## src/rtl/t2wo_pkg.sv

```systemverilog
/*
 * constants, field positions and carrier types for the waveform output
 * control of the 8-bit timer.
 * assumes one synchronous clock domain and an external 8-bit counter.
 */
package t2wo_pkg;

	// register offsets on the plain register port
	localparam logic [7:0] T2WO_OFS_CTRL_FIRST  = 8'hb0;
	localparam logic [7:0] T2WO_OFS_CTRL_SECOND = 8'hb1;
	localparam logic [7:0] T2WO_OFS_CMP_A       = 8'hb3;
	localparam logic [7:0] T2WO_OFS_CMP_B       = 8'hb4;
	localparam logic [7:0] T2WO_OFS_IRQ_STAT    = 8'hb7;
	localparam logic [7:0] T2WO_OFS_IRQ_MASK    = 8'hb8;

	// values after reset
	localparam logic [7:0] T2WO_RST_CTRL_FIRST  = 8'h00;
	localparam logic [7:0] T2WO_RST_CTRL_SECOND = 8'h00;
	localparam logic [7:0] T2WO_RST_CMP         = 8'h00;
	localparam logic [2:0] T2WO_RST_IRQ         = 3'h0;

	// first control register fields
	localparam int T2WO_COM_A_LSB    = 6;
	localparam int T2WO_COM_B_LSB    = 4;
	localparam int T2WO_WGM_LOW_LSB  = 0;
	localparam logic [7:0] T2WO_CTRL_FIRST_RMASK  = 8'hf3;

	// second control register fields
	localparam int T2WO_FORCE_A_BIT  = 7;
	localparam int T2WO_FORCE_B_BIT  = 6;
	localparam int T2WO_WGM_TOP_BIT  = 3;
	localparam int T2WO_CS_LSB       = 0;
	localparam logic [7:0] T2WO_CTRL_SECOND_RMASK = 8'h0f;

	// status and mask bit positions
	localparam int T2WO_ST_OVF       = 0;
	localparam int T2WO_ST_MATCH_A   = 1;
	localparam int T2WO_ST_MATCH_B   = 2;

	// counter landmarks
	localparam logic [7:0] T2WO_CNT_MAX    = 8'hff;
	localparam logic [7:0] T2WO_CNT_BOTTOM = 8'h00;

	// waveform mode numbers
	localparam logic [2:0] T2WO_WM_NORMAL  = 3'h0;
	localparam logic [2:0] T2WO_WM_PC_MAX  = 3'h1;
	localparam logic [2:0] T2WO_WM_CTC     = 3'h2;
	localparam logic [2:0] T2WO_WM_FAST_MAX = 3'h3;
	localparam logic [2:0] T2WO_WM_PC_CMP  = 3'h5;
	localparam logic [2:0] T2WO_WM_FAST_CMP = 3'h7;

	typedef enum logic [3:0] {
		T2WO_K_NORMAL = 4'b0001,
		T2WO_K_PC     = 4'b0010,
		T2WO_K_CTC    = 4'b0100,
		T2WO_K_FAST   = 4'b1000
	} t2wo_kind_t;

	// counter state as seen by the compare logic
	typedef struct packed {
		logic       tick;
		logic       down;
		logic [7:0] value;
	} t2wo_cnt_t;

	// one compare output: level and port override
	typedef struct packed {
		logic pin;
		logic over;
	} t2wo_wave_t;

endpackage

```

## src/rtl/t2wo_channel.sv

```systemverilog
/*
 * one compare output channel: double-buffered compare value and the
 * output level action for each waveform kind.
 * assumes the counter state is synchronous to mclk_i.
 */
module t2wo_channel #(
	parameter bit IS_CH_A = 1'b1
) (
	input  wire logic                  mclk_i,
	input  wire logic                  resetn_i,
	input  wire t2wo_pkg::t2wo_kind_t  kind_i,
	input  wire logic [1:0]            com_i,
	input  wire logic                  wgm_top_i,
	input  wire t2wo_pkg::t2wo_cnt_t   cnt_i,
	input  wire logic [7:0]            top_i,
	input  wire logic                  wr_i,
	input  wire logic [7:0]            wdata_i,
	input  wire logic                  force_i,
	output logic [7:0]                 buf_o,
	output logic [7:0]                 cmp_o,
	output logic                       match_o,
	output t2wo_pkg::t2wo_wave_t       wave_o
);
	import t2wo_pkg::*;

	logic [7:0] buf_r;
	logic [7:0] cmp_r;
	logic       pin_r;
	logic       pin_nxt;
	logic       over_r;
	logic       pwm;
	logic       hit;
	logic       at_top;
	logic       at_bot;
	logic       ignore;
	logic       toggle_ok;

	assign pwm       = (kind_i == T2WO_K_PC) || (kind_i == T2WO_K_FAST);
	assign hit       = cnt_i.tick && (cnt_i.value == cmp_r);
	assign at_top    = cnt_i.tick && (cnt_i.value == top_i);
	assign at_bot    = cnt_i.tick && (cnt_i.value == T2WO_CNT_BOTTOM);
	assign ignore    = pwm && com_i[1] && (cmp_r == top_i);
	// channel b has no toggle in pwm kinds
	assign toggle_ok = !pwm || (IS_CH_A && wgm_top_i);

	always_ff @(posedge mclk_i) begin
		if (!resetn_i) begin
			buf_r <= T2WO_RST_CMP;
		end else if (wr_i) begin
			buf_r <= wdata_i;
		end
	end

	// active compare value: immediate, at top or at bottom
	always_ff @(posedge mclk_i) begin
		if (!resetn_i) begin
			cmp_r <= T2WO_RST_CMP;
		end else if (!pwm) begin
			cmp_r <= wr_i ? wdata_i : buf_r;
		end else if (kind_i == T2WO_K_PC && at_top) begin
			cmp_r <= buf_r;
		end else if (kind_i == T2WO_K_FAST && at_bot) begin
			cmp_r <= buf_r;
		end
	end

	always_comb begin
		pin_nxt = pin_r;
		case (kind_i)
			T2WO_K_FAST: begin
				if (at_bot && com_i[1]) begin
					pin_nxt = !com_i[0];
				end
				if (hit && !ignore) begin
					if (com_i == 2'b01 && toggle_ok) begin
						pin_nxt = !pin_r;
					end else if (com_i[1]) begin
						pin_nxt = com_i[0];
					end
				end
			end
			T2WO_K_PC: begin
				if (hit && !ignore) begin
					if (com_i == 2'b01 && toggle_ok) begin
						pin_nxt = !pin_r;
					end else if (com_i[1]) begin
						pin_nxt = com_i[0] ^ cnt_i.down;
					end
				end else if (at_top && ignore) begin
					pin_nxt = !com_i[0];
				end
			end
			default: begin
				if (hit || force_i) begin
					case (com_i)
						2'b01: pin_nxt = !pin_r;
						2'b10: pin_nxt = 1'b0;
						2'b11: pin_nxt = 1'b1;
						default: pin_nxt = pin_r;
					endcase
				end
			end
		endcase
	end

	always_ff @(posedge mclk_i) begin
		if (!resetn_i) begin
			pin_r  <= 1'b0;
			over_r <= 1'b0;
		end else begin
			pin_r  <= pin_nxt;
			over_r <= com_i[1] || (com_i[0] && toggle_ok);
		end
	end

	assign buf_o       = buf_r;
	assign cmp_o       = cmp_r;
	assign match_o     = hit;
	assign wave_o.pin  = pin_r;
	assign wave_o.over = over_r;

endmodule

```

## src/rtl/t2wo_top.sv

```systemverilog
/*
 * waveform output control of the 8-bit timer: control registers,
 * waveform mode decode, two compare channels, flags and interrupt.
 * assumes an external counter driving cnt_i and honouring top_o, and
 * port logic that gates the pins with its own direction bits.
 */
// Decided for this implementation: the plain strobed port.
// Notes on behaviour
// - nonzero output mode takes over the pin, except 01 in pwm kinds without a toggle
// - channel a non-pwm: off, toggle, clear, set
// - fast pwm a mode 01 toggles only if top bit
// - fast pwm a 10/11 non-inverting or inverting
// - fast pwm compare equal top: bottom only
// - phase-correct a 10/11 by count direction
// - phase-correct a mode 01 toggles only if top bit
// - phase-correct compare equal top: act at top
// - channel b non-pwm same as channel a
// - fast pwm b: 01 reserved, 10/11 as a
// - phase-correct b: 01 reserved, 10/11 as a
// - first control bits 3 and 2 read zero
// - three mode bits across both control registers
// - mode encoding with top source per mode
// - second control register layout, strobes read zero
module t2wo_top (
	input  wire logic                  mclk_i,
	input  wire logic                  resetn_i,
	input  wire logic [7:0]            addr_i,
	input  wire logic [7:0]            wdata_i,
	input  wire logic                  wr_i,
	input  wire logic                  rd_i,
	output logic [7:0]                 rdata_o,
	input  wire t2wo_pkg::t2wo_cnt_t   cnt_i,
	output logic [7:0]                 top_o,
	output t2wo_pkg::t2wo_kind_t       kind_o,
	output logic [2:0]                 clock_source_select_o,
	output t2wo_pkg::t2wo_wave_t       channel_a_output_pin_o,
	output t2wo_pkg::t2wo_wave_t       channel_b_output_pin_o,
	output logic                       irq_o
);
	import t2wo_pkg::*;

	logic [7:0] ctrl_first_r;
	logic [7:0] ctrl_second_r;
	logic [2:0] stat_r;
	logic [2:0] mask_r;
	logic [7:0] rdata_r;
	logic [7:0] rdata_nxt;
	logic [1:0] channel_a_output_mode;
	logic [1:0] channel_b_output_mode;
	logic       waveform_mode_top_bit;
	logic [2:0] waveform_mode_field;
	t2wo_kind_t kind;
	logic       pwm;
	logic       top_from_a;
	logic [7:0] top;
	logic       ovf_evt;
	logic       force_a;
	logic       force_b;
	logic       match_a;
	logic       match_b;
	logic [7:0] cmp_a;
	logic [7:0] cmp_b;
	logic [7:0] buf_a;
	logic [7:0] buf_b;
	logic [2:0] stat_set;
	logic [2:0] stat_clr;
	logic       wr_first;
	logic       wr_second;
	t2wo_wave_t wave_a;
	t2wo_wave_t wave_b;

	assign wr_first  = wr_i && (addr_i == T2WO_OFS_CTRL_FIRST);
	assign wr_second = wr_i && (addr_i == T2WO_OFS_CTRL_SECOND);

	assign channel_a_output_mode = ctrl_first_r[T2WO_COM_A_LSB +: 2];
	assign channel_b_output_mode = ctrl_first_r[T2WO_COM_B_LSB +: 2];
	assign waveform_mode_top_bit = ctrl_second_r[T2WO_WGM_TOP_BIT];
	assign waveform_mode_field   = {waveform_mode_top_bit,
		ctrl_first_r[T2WO_WGM_LOW_LSB +: 2]};

	// reserved bits are never stored, so they read zero
	always_ff @(posedge mclk_i) begin
		if (!resetn_i) begin
			ctrl_first_r <= T2WO_RST_CTRL_FIRST;
		end else if (wr_first) begin
			ctrl_first_r <= wdata_i & T2WO_CTRL_FIRST_RMASK;
		end
	end

	// force strobes are not stored: they act in the write cycle only
	always_ff @(posedge mclk_i) begin
		if (!resetn_i) begin
			ctrl_second_r <= T2WO_RST_CTRL_SECOND;
		end else if (wr_second) begin
			ctrl_second_r <= wdata_i & T2WO_CTRL_SECOND_RMASK;
		end
	end

	// modes 4 and 6 are reserved and behave as normal counting
	always_comb begin
		kind       = T2WO_K_NORMAL;
		top_from_a = 1'b0;
		case (waveform_mode_field)
			T2WO_WM_PC_MAX: kind = T2WO_K_PC;
			T2WO_WM_CTC: begin
				kind       = T2WO_K_CTC;
				top_from_a = 1'b1;
			end
			T2WO_WM_FAST_MAX: kind = T2WO_K_FAST;
			T2WO_WM_PC_CMP: begin
				kind       = T2WO_K_PC;
				top_from_a = 1'b1;
			end
			T2WO_WM_FAST_CMP: begin
				kind       = T2WO_K_FAST;
				top_from_a = 1'b1;
			end
			default: kind = T2WO_K_NORMAL;
		endcase
	end

	assign pwm = (kind == T2WO_K_PC) || (kind == T2WO_K_FAST);
	assign top = top_from_a ? cmp_a : T2WO_CNT_MAX;

	// force acts only outside pwm kinds and raises no flag
	assign force_a = wr_second && wdata_i[T2WO_FORCE_A_BIT] && !pwm;
	assign force_b = wr_second && wdata_i[T2WO_FORCE_B_BIT] && !pwm;

	// overflow point per mode
	always_comb begin
		ovf_evt = 1'b0;
		if (cnt_i.tick) begin
			case (waveform_mode_field)
				T2WO_WM_PC_MAX, T2WO_WM_PC_CMP:
					ovf_evt = (cnt_i.value == T2WO_CNT_BOTTOM);
				T2WO_WM_FAST_CMP:
					ovf_evt = (cnt_i.value == top);
				default:
					ovf_evt = (cnt_i.value == T2WO_CNT_MAX);
			endcase
		end
	end

	t2wo_channel #(
		.IS_CH_A (1'b1)
	) u_chan_a (
		.mclk_i    (mclk_i),
		.resetn_i  (resetn_i),
		.kind_i    (kind),
		.com_i     (channel_a_output_mode),
		.wgm_top_i (waveform_mode_top_bit),
		.cnt_i     (cnt_i),
		.top_i     (top),
		.wr_i      (wr_i && addr_i == T2WO_OFS_CMP_A),
		.wdata_i   (wdata_i),
		.force_i   (force_a),
		.buf_o     (buf_a),
		.cmp_o     (cmp_a),
		.match_o   (match_a),
		.wave_o    (wave_a)
	);

	t2wo_channel #(
		.IS_CH_A (1'b0)
	) u_chan_b (
		.mclk_i    (mclk_i),
		.resetn_i  (resetn_i),
		.kind_i    (kind),
		.com_i     (channel_b_output_mode),
		.wgm_top_i (waveform_mode_top_bit),
		.cnt_i     (cnt_i),
		.top_i     (top),
		.wr_i      (wr_i && addr_i == T2WO_OFS_CMP_B),
		.wdata_i   (wdata_i),
		.force_i   (force_b),
		.buf_o     (buf_b),
		.cmp_o     (cmp_b),
		.match_o   (match_b),
		.wave_o    (wave_b)
	);

	// sticky flags, write one to clear, a new event wins over the clear
	always_comb begin
		stat_set = 3'h0;
		stat_set[T2WO_ST_OVF]     = ovf_evt;
		stat_set[T2WO_ST_MATCH_A] = match_a;
		stat_set[T2WO_ST_MATCH_B] = match_b;
		stat_clr = 3'h0;
		if (wr_i && addr_i == T2WO_OFS_IRQ_STAT) begin
			stat_clr = wdata_i[2:0];
		end
	end

	always_ff @(posedge mclk_i) begin
		if (!resetn_i) begin
			stat_r <= T2WO_RST_IRQ;
		end else begin
			stat_r <= (stat_r & ~stat_clr) | stat_set;
		end
	end

	always_ff @(posedge mclk_i) begin
		if (!resetn_i) begin
			mask_r <= T2WO_RST_IRQ;
		end else if (wr_i && addr_i == T2WO_OFS_IRQ_MASK) begin
			mask_r <= wdata_i[2:0];
		end
	end

	// read data stand in the cycle after the read strobe only
	always_comb begin
		rdata_nxt = 8'h00;
		if (!rd_i) begin
			rdata_nxt = 8'h00;
		end else if (addr_i == T2WO_OFS_CTRL_FIRST) begin
			rdata_nxt = ctrl_first_r;
		end else if (addr_i == T2WO_OFS_CTRL_SECOND) begin
			rdata_nxt = ctrl_second_r;
		end else if (addr_i == T2WO_OFS_CMP_A) begin
			rdata_nxt = buf_a;
		end else if (addr_i == T2WO_OFS_CMP_B) begin
			rdata_nxt = buf_b;
		end else if (addr_i == T2WO_OFS_IRQ_STAT) begin
			rdata_nxt = {5'h00, stat_r};
		end else if (addr_i == T2WO_OFS_IRQ_MASK) begin
			rdata_nxt = {5'h00, mask_r};
		end
	end

	always_ff @(posedge mclk_i) begin
		if (!resetn_i) begin
			rdata_r <= 8'h00;
		end else begin
			rdata_r <= rdata_nxt;
		end
	end

	assign rdata_o                = rdata_r;
	assign top_o                  = top;
	assign kind_o                 = kind;
	assign clock_source_select_o  = ctrl_second_r[T2WO_CS_LSB +: 3];
	assign channel_a_output_pin_o = wave_a;
	assign channel_b_output_pin_o = wave_b;
	assign irq_o                  = |(stat_r & mask_r);

	// checks
	logic hit_a;
	logic hit_b;
	assign hit_a = cnt_i.tick && cnt_i.value == cmp_a;
	assign hit_b = cnt_i.tick && cnt_i.value == cmp_b;
endmodule

```

## config.mk

```make
export PLATFORM = sky130hd
export DESIGN_NAME = t2wo_top
export DESIGN_NICKNAME = d
export VERILOG_FILES = /design/src/rtl/t2wo_pkg.sv /design/src/rtl/t2wo_channel.sv /design/src/rtl/t2wo_top.sv
export SDC_FILE = /design/constraint.sdc
export NUM_CORES = 1
export LEC_CHECK = 0
export BUFFER_PORTS_ARGS = -buffer_cell sky130_fd_sc_hd__buf_4
export CAP_MARGIN = 20
export CORE_MARGIN = 4
export CORE_UTILIZATION = 40
export DETAILED_ROUTE_END_ITERATION = 8
export HOLD_SLACK_MARGIN = 0.02
export PLACE_DENSITY = 0.6
export SLEW_MARGIN = 10
export SYNTH_ARGS = -nofsm -noshare
export SYNTH_HDL_FRONTEND = slang
export SYNTH_SLANG_ARGS = --single-unit
```

## constraint.sdc

```tcl
create_clock -name mclk_i -period 2.6 [get_ports mclk_i]
set_input_delay 0.78 -clock mclk_i [delete_from_list [all_inputs] [get_ports mclk_i]]
set_output_delay 0.78 -clock mclk_i [all_outputs]
set_load 0.02 [all_outputs]
```

==> impl_results.md <==
- Hpwl dp: 8.94 mm
- Tmin final: 2.53 ns
- Upper clock frequency limit: 0.395 GHz
- Ranking of synthesized cells by area: dfxtp_1 (32%), nand2_1 (7.5%), mux2i_1 (6.1%)
- Cell leakage power: 2.11 nW
- Final setup margin: 0.0687 ns
- GRT Util Overall: 0.213
- Dpl cells: 668
- Crit path largest cell delay: 0.44 ns
- Nets: 583
- Met2 WL: 5.19 mm
- R2R depth: 9
- Synth async-reset ratio: 0
- Pre-antenna DRT Iters: 5
- Synth Area per Inst: 7.96 sq um
- Gr ovfl total: 0
- H-tree Lvls: 3
- Peak supply drop: 270 uV
- Post-synth net total: 506
- Full die area: 0.0111 sq mm
- Die Span Y: 105 microns
- Clock Root Buffer: clkbuf_8
- Row count: 35
- Crit path depth: 5
- Final hold violations: 0
- Endpoints failing setup: 0
- Worst path cell trace: or3b_4, clkinv_4, a21oi_2, or2_2, buf_4
- M1 wire length: 5.45 mm
- Power Dens Cells: 394 mW/mm^2
- Reg clk slew, reported paths: 0.07 ns
- Crit path DAT: 1.75 ns
- Final instance area: 0.00480 sq mm
- Startpoint types: register
- Crit. End Element: primary output
- Num CTS Buffers: 9
- Initial antenna violation count: 0
- Setup repair after global routing missed its margin: no
- Metal3 WL: 895 microns
- Worst endpoint required time: 1.82 ns
- Final Util: 0.520
- Setup TNS Final: 0 ns
- Worst path slowest cell: or3b_4
- Worst Max-Slew Pin Slew: 0.483 ns
- Post-synthesis cell type count: 65
- WP buf/inv: 2
- Clock latency on the worst-skew pair: 0.34 ns
- Worst Hold Class: register to register
- DRC viols: 0
- DP Worst Slack: -0.108 ns
- DR vias: 3866
- Global-route wire length before repair: 19.2 mm
- Primary FF master, synth: dfxtp_1
- Post-synth top area share: 0.317
- Fin Clk Skew: 0.00743 ns
- Core Footprint: 0.00924 sq mm
- Reg2reg setup slack: 0.09 ns
- R2r endpoint: u_chan_b.pin_r
- Via-to-Cell Ratio: 5.63
- Share of layout cells above drive strength 1: 0.260
- Non-filler cells, final: 687
- Die W: 105 microns
- Placed inst area: 0.00455 sq mm
- Slew HR: 0.678
- Final worst path period share: 0.974
- Critical setup path kind: register to primary output
- Fin. max-slew vios: 0
- Top delay family on crit path: simple AND/OR/NAND/NOR gates
- Avg WL per Cell: 17.3 microns
- Total of max-cap violations: 0
- I/O Pins: 58
- Crit path to: top_o[4]
- Biggest area consumer among synthesized cells: dfxtp_1
- Clock Sinks: 60
- CTS tree: done
- Netlist Area Pre-Place: 0.00379 sq mm
- Yosys Warn Count: 0
- Initial DRC count: 283
- P&R area growth vs syn: 26.9%
- FF-to-FF Start: ctrl_first_r[1]
- Port-buffer cells: 57
- Post-Syn Instances: 476
- Worst-path maximum fanout: 6
- Outcome: finished clean
- Clk buf depth: 2
- Final wirelength: 11.9 mm
- Vias in the first global route: 3660
- Pin count of the biggest net entering global routing: 51
- ANT cells: 0
- # hold bufs at CTS: 0
- Final ANT Viol Nets: 0
- Initial Util: 0.410
- Total of fill cells in the finished design: 891
- Final Wtd Congestion: 0.906
- Critical Path Start: ctrl_first_r[1]
- Top sig layer: met4
- EDFF count, synth: 0
- Seq/Total Area, Yosys: 0.317
- Seq cells post-synth: 60
==> final cells by class <==
class	count	area [sq um]	area share
Clock buffer	12	165	0.0344
Multi-Input combinational cell	358	2350	0.489
Tap cell	129	161	0.0336
Clock inverter	4	31.3	0.00651
Timing Repair Buffer	107	828	0.172
Inverter	17	68.8	0.0143
Sequential cell	60	1200	0.250
==> kinds of logic (layout without fill, tap and decap cells) <==
| kind of cell | count (synthesis) | in the layout | synth area share |
|---|---|---|---|
| xor+xnor | 15 | 15 | 0.0347 |
| simple gates | 200 | 200 | 0.268 |
| mux | 25 | 25 | 0.0667 |
| buf+inv | 58 | 140 | 0.0747 |
| compound gates | 118 | 118 | 0.239 |
| flops | 60 | 60 | 0.317 |
==> cell usage after synthesis, drive strengths merged, types with 11 or more instances <==
cell type	instances
o211a	17
nand2	76
inv	16
mux2i	23
nand4	11
nand3	32
buf	15
clkbuf	26
nor2	22
nor2b	11
a21oi	21
a21boi	25
xnor2	12
nor3	12
o21ai	11
dfxtp	60
==> through the flow <==
stage	total power, mW	hold WS [ns]
6_report	1.89	0.484
5_1_grt	1.97	0.514
4_1_cts	1.90	0.485
3_5_place_dp	1.10	0.476
3_3_place_gp	1.10	0.471
2_1_floorplan	1.01	0.452
==> routing by layer <==
layer / up-vias / global-route usage
met4: 0 / 0.0872
met3: 29 / 0.0447
met5: - / 0
met2: 164 / 0.321
li1: 1877 / -
met1: 1796 / 0.296
==> power by group <==
group | internal, mW | total, mW | switching (mW)
Sequential | 0.920 | 0.921 | 0.00165
Clock | 0.427 | 0.812 | 0.385
Combinational | 0.0721 | 0.160 | 0.0882
==> timing repair <==
item	CTS	global route
setup endpoints to repair	16	22
buffers inserted	2	1
pin swaps	1	1
resized for setup	2	6
cloned	0	0
==> cell usage in the layout (no fill, tap or decap), types with 5 or more instances in the layout <==
cell type	instances
a221oi_1	5
mux2i_1	23
o21ai_0	11
nor2b_1	11
o22ai_1	5
nor2_1	22
a21boi_0	25
nand2_1	76
xnor2_1	12
nand3_1	31
a21oi_1	20
inv_1	16
a222oi_1	7
nor3_1	10
o211a_1	17
dfxtp_1	59
nand4_1	11
clkbuf_8	12
buf_4	105
==> flip-flops by register name (all words and copies together) (netlist names), 4 cells and up <==
| signal | cells |
|---|---|
| u_chan_b.buf_o | 8 |
| ctrl_first_r | 6 |
| ctrl_second_r | 4 |
| u_chan_a.cmp_o | 8 |
| rdata_o | 8 |
| u_chan_b.cmp_o | 8 |
| u_chan_a.buf_o | 8 |
==> tightest hold or removal path, stage by stage, from the launching register on <==
cell      delay, ns
dfxtp_1        0.32
nand2_1        0.06
a21boi_0       0.06
==> worst min-delay path by stage <==
stage,start,to,slack (ns),cells after the start
2_1_floorplan,stat_r[1],stat_r[1],0.45,2
3_3_place_gp,mask_r[2],mask_r[2],0.47,2
3_5_place_dp,mask_r[2],mask_r[2],0.48,2
4_1_cts,mask_r[2],mask_r[2],0.49,2
5_1_grt,mask_r[2],mask_r[2],0.51,2
6_report,mask_r[2],mask_r[2],0.48,2
(Power assumes the default switching activity.)
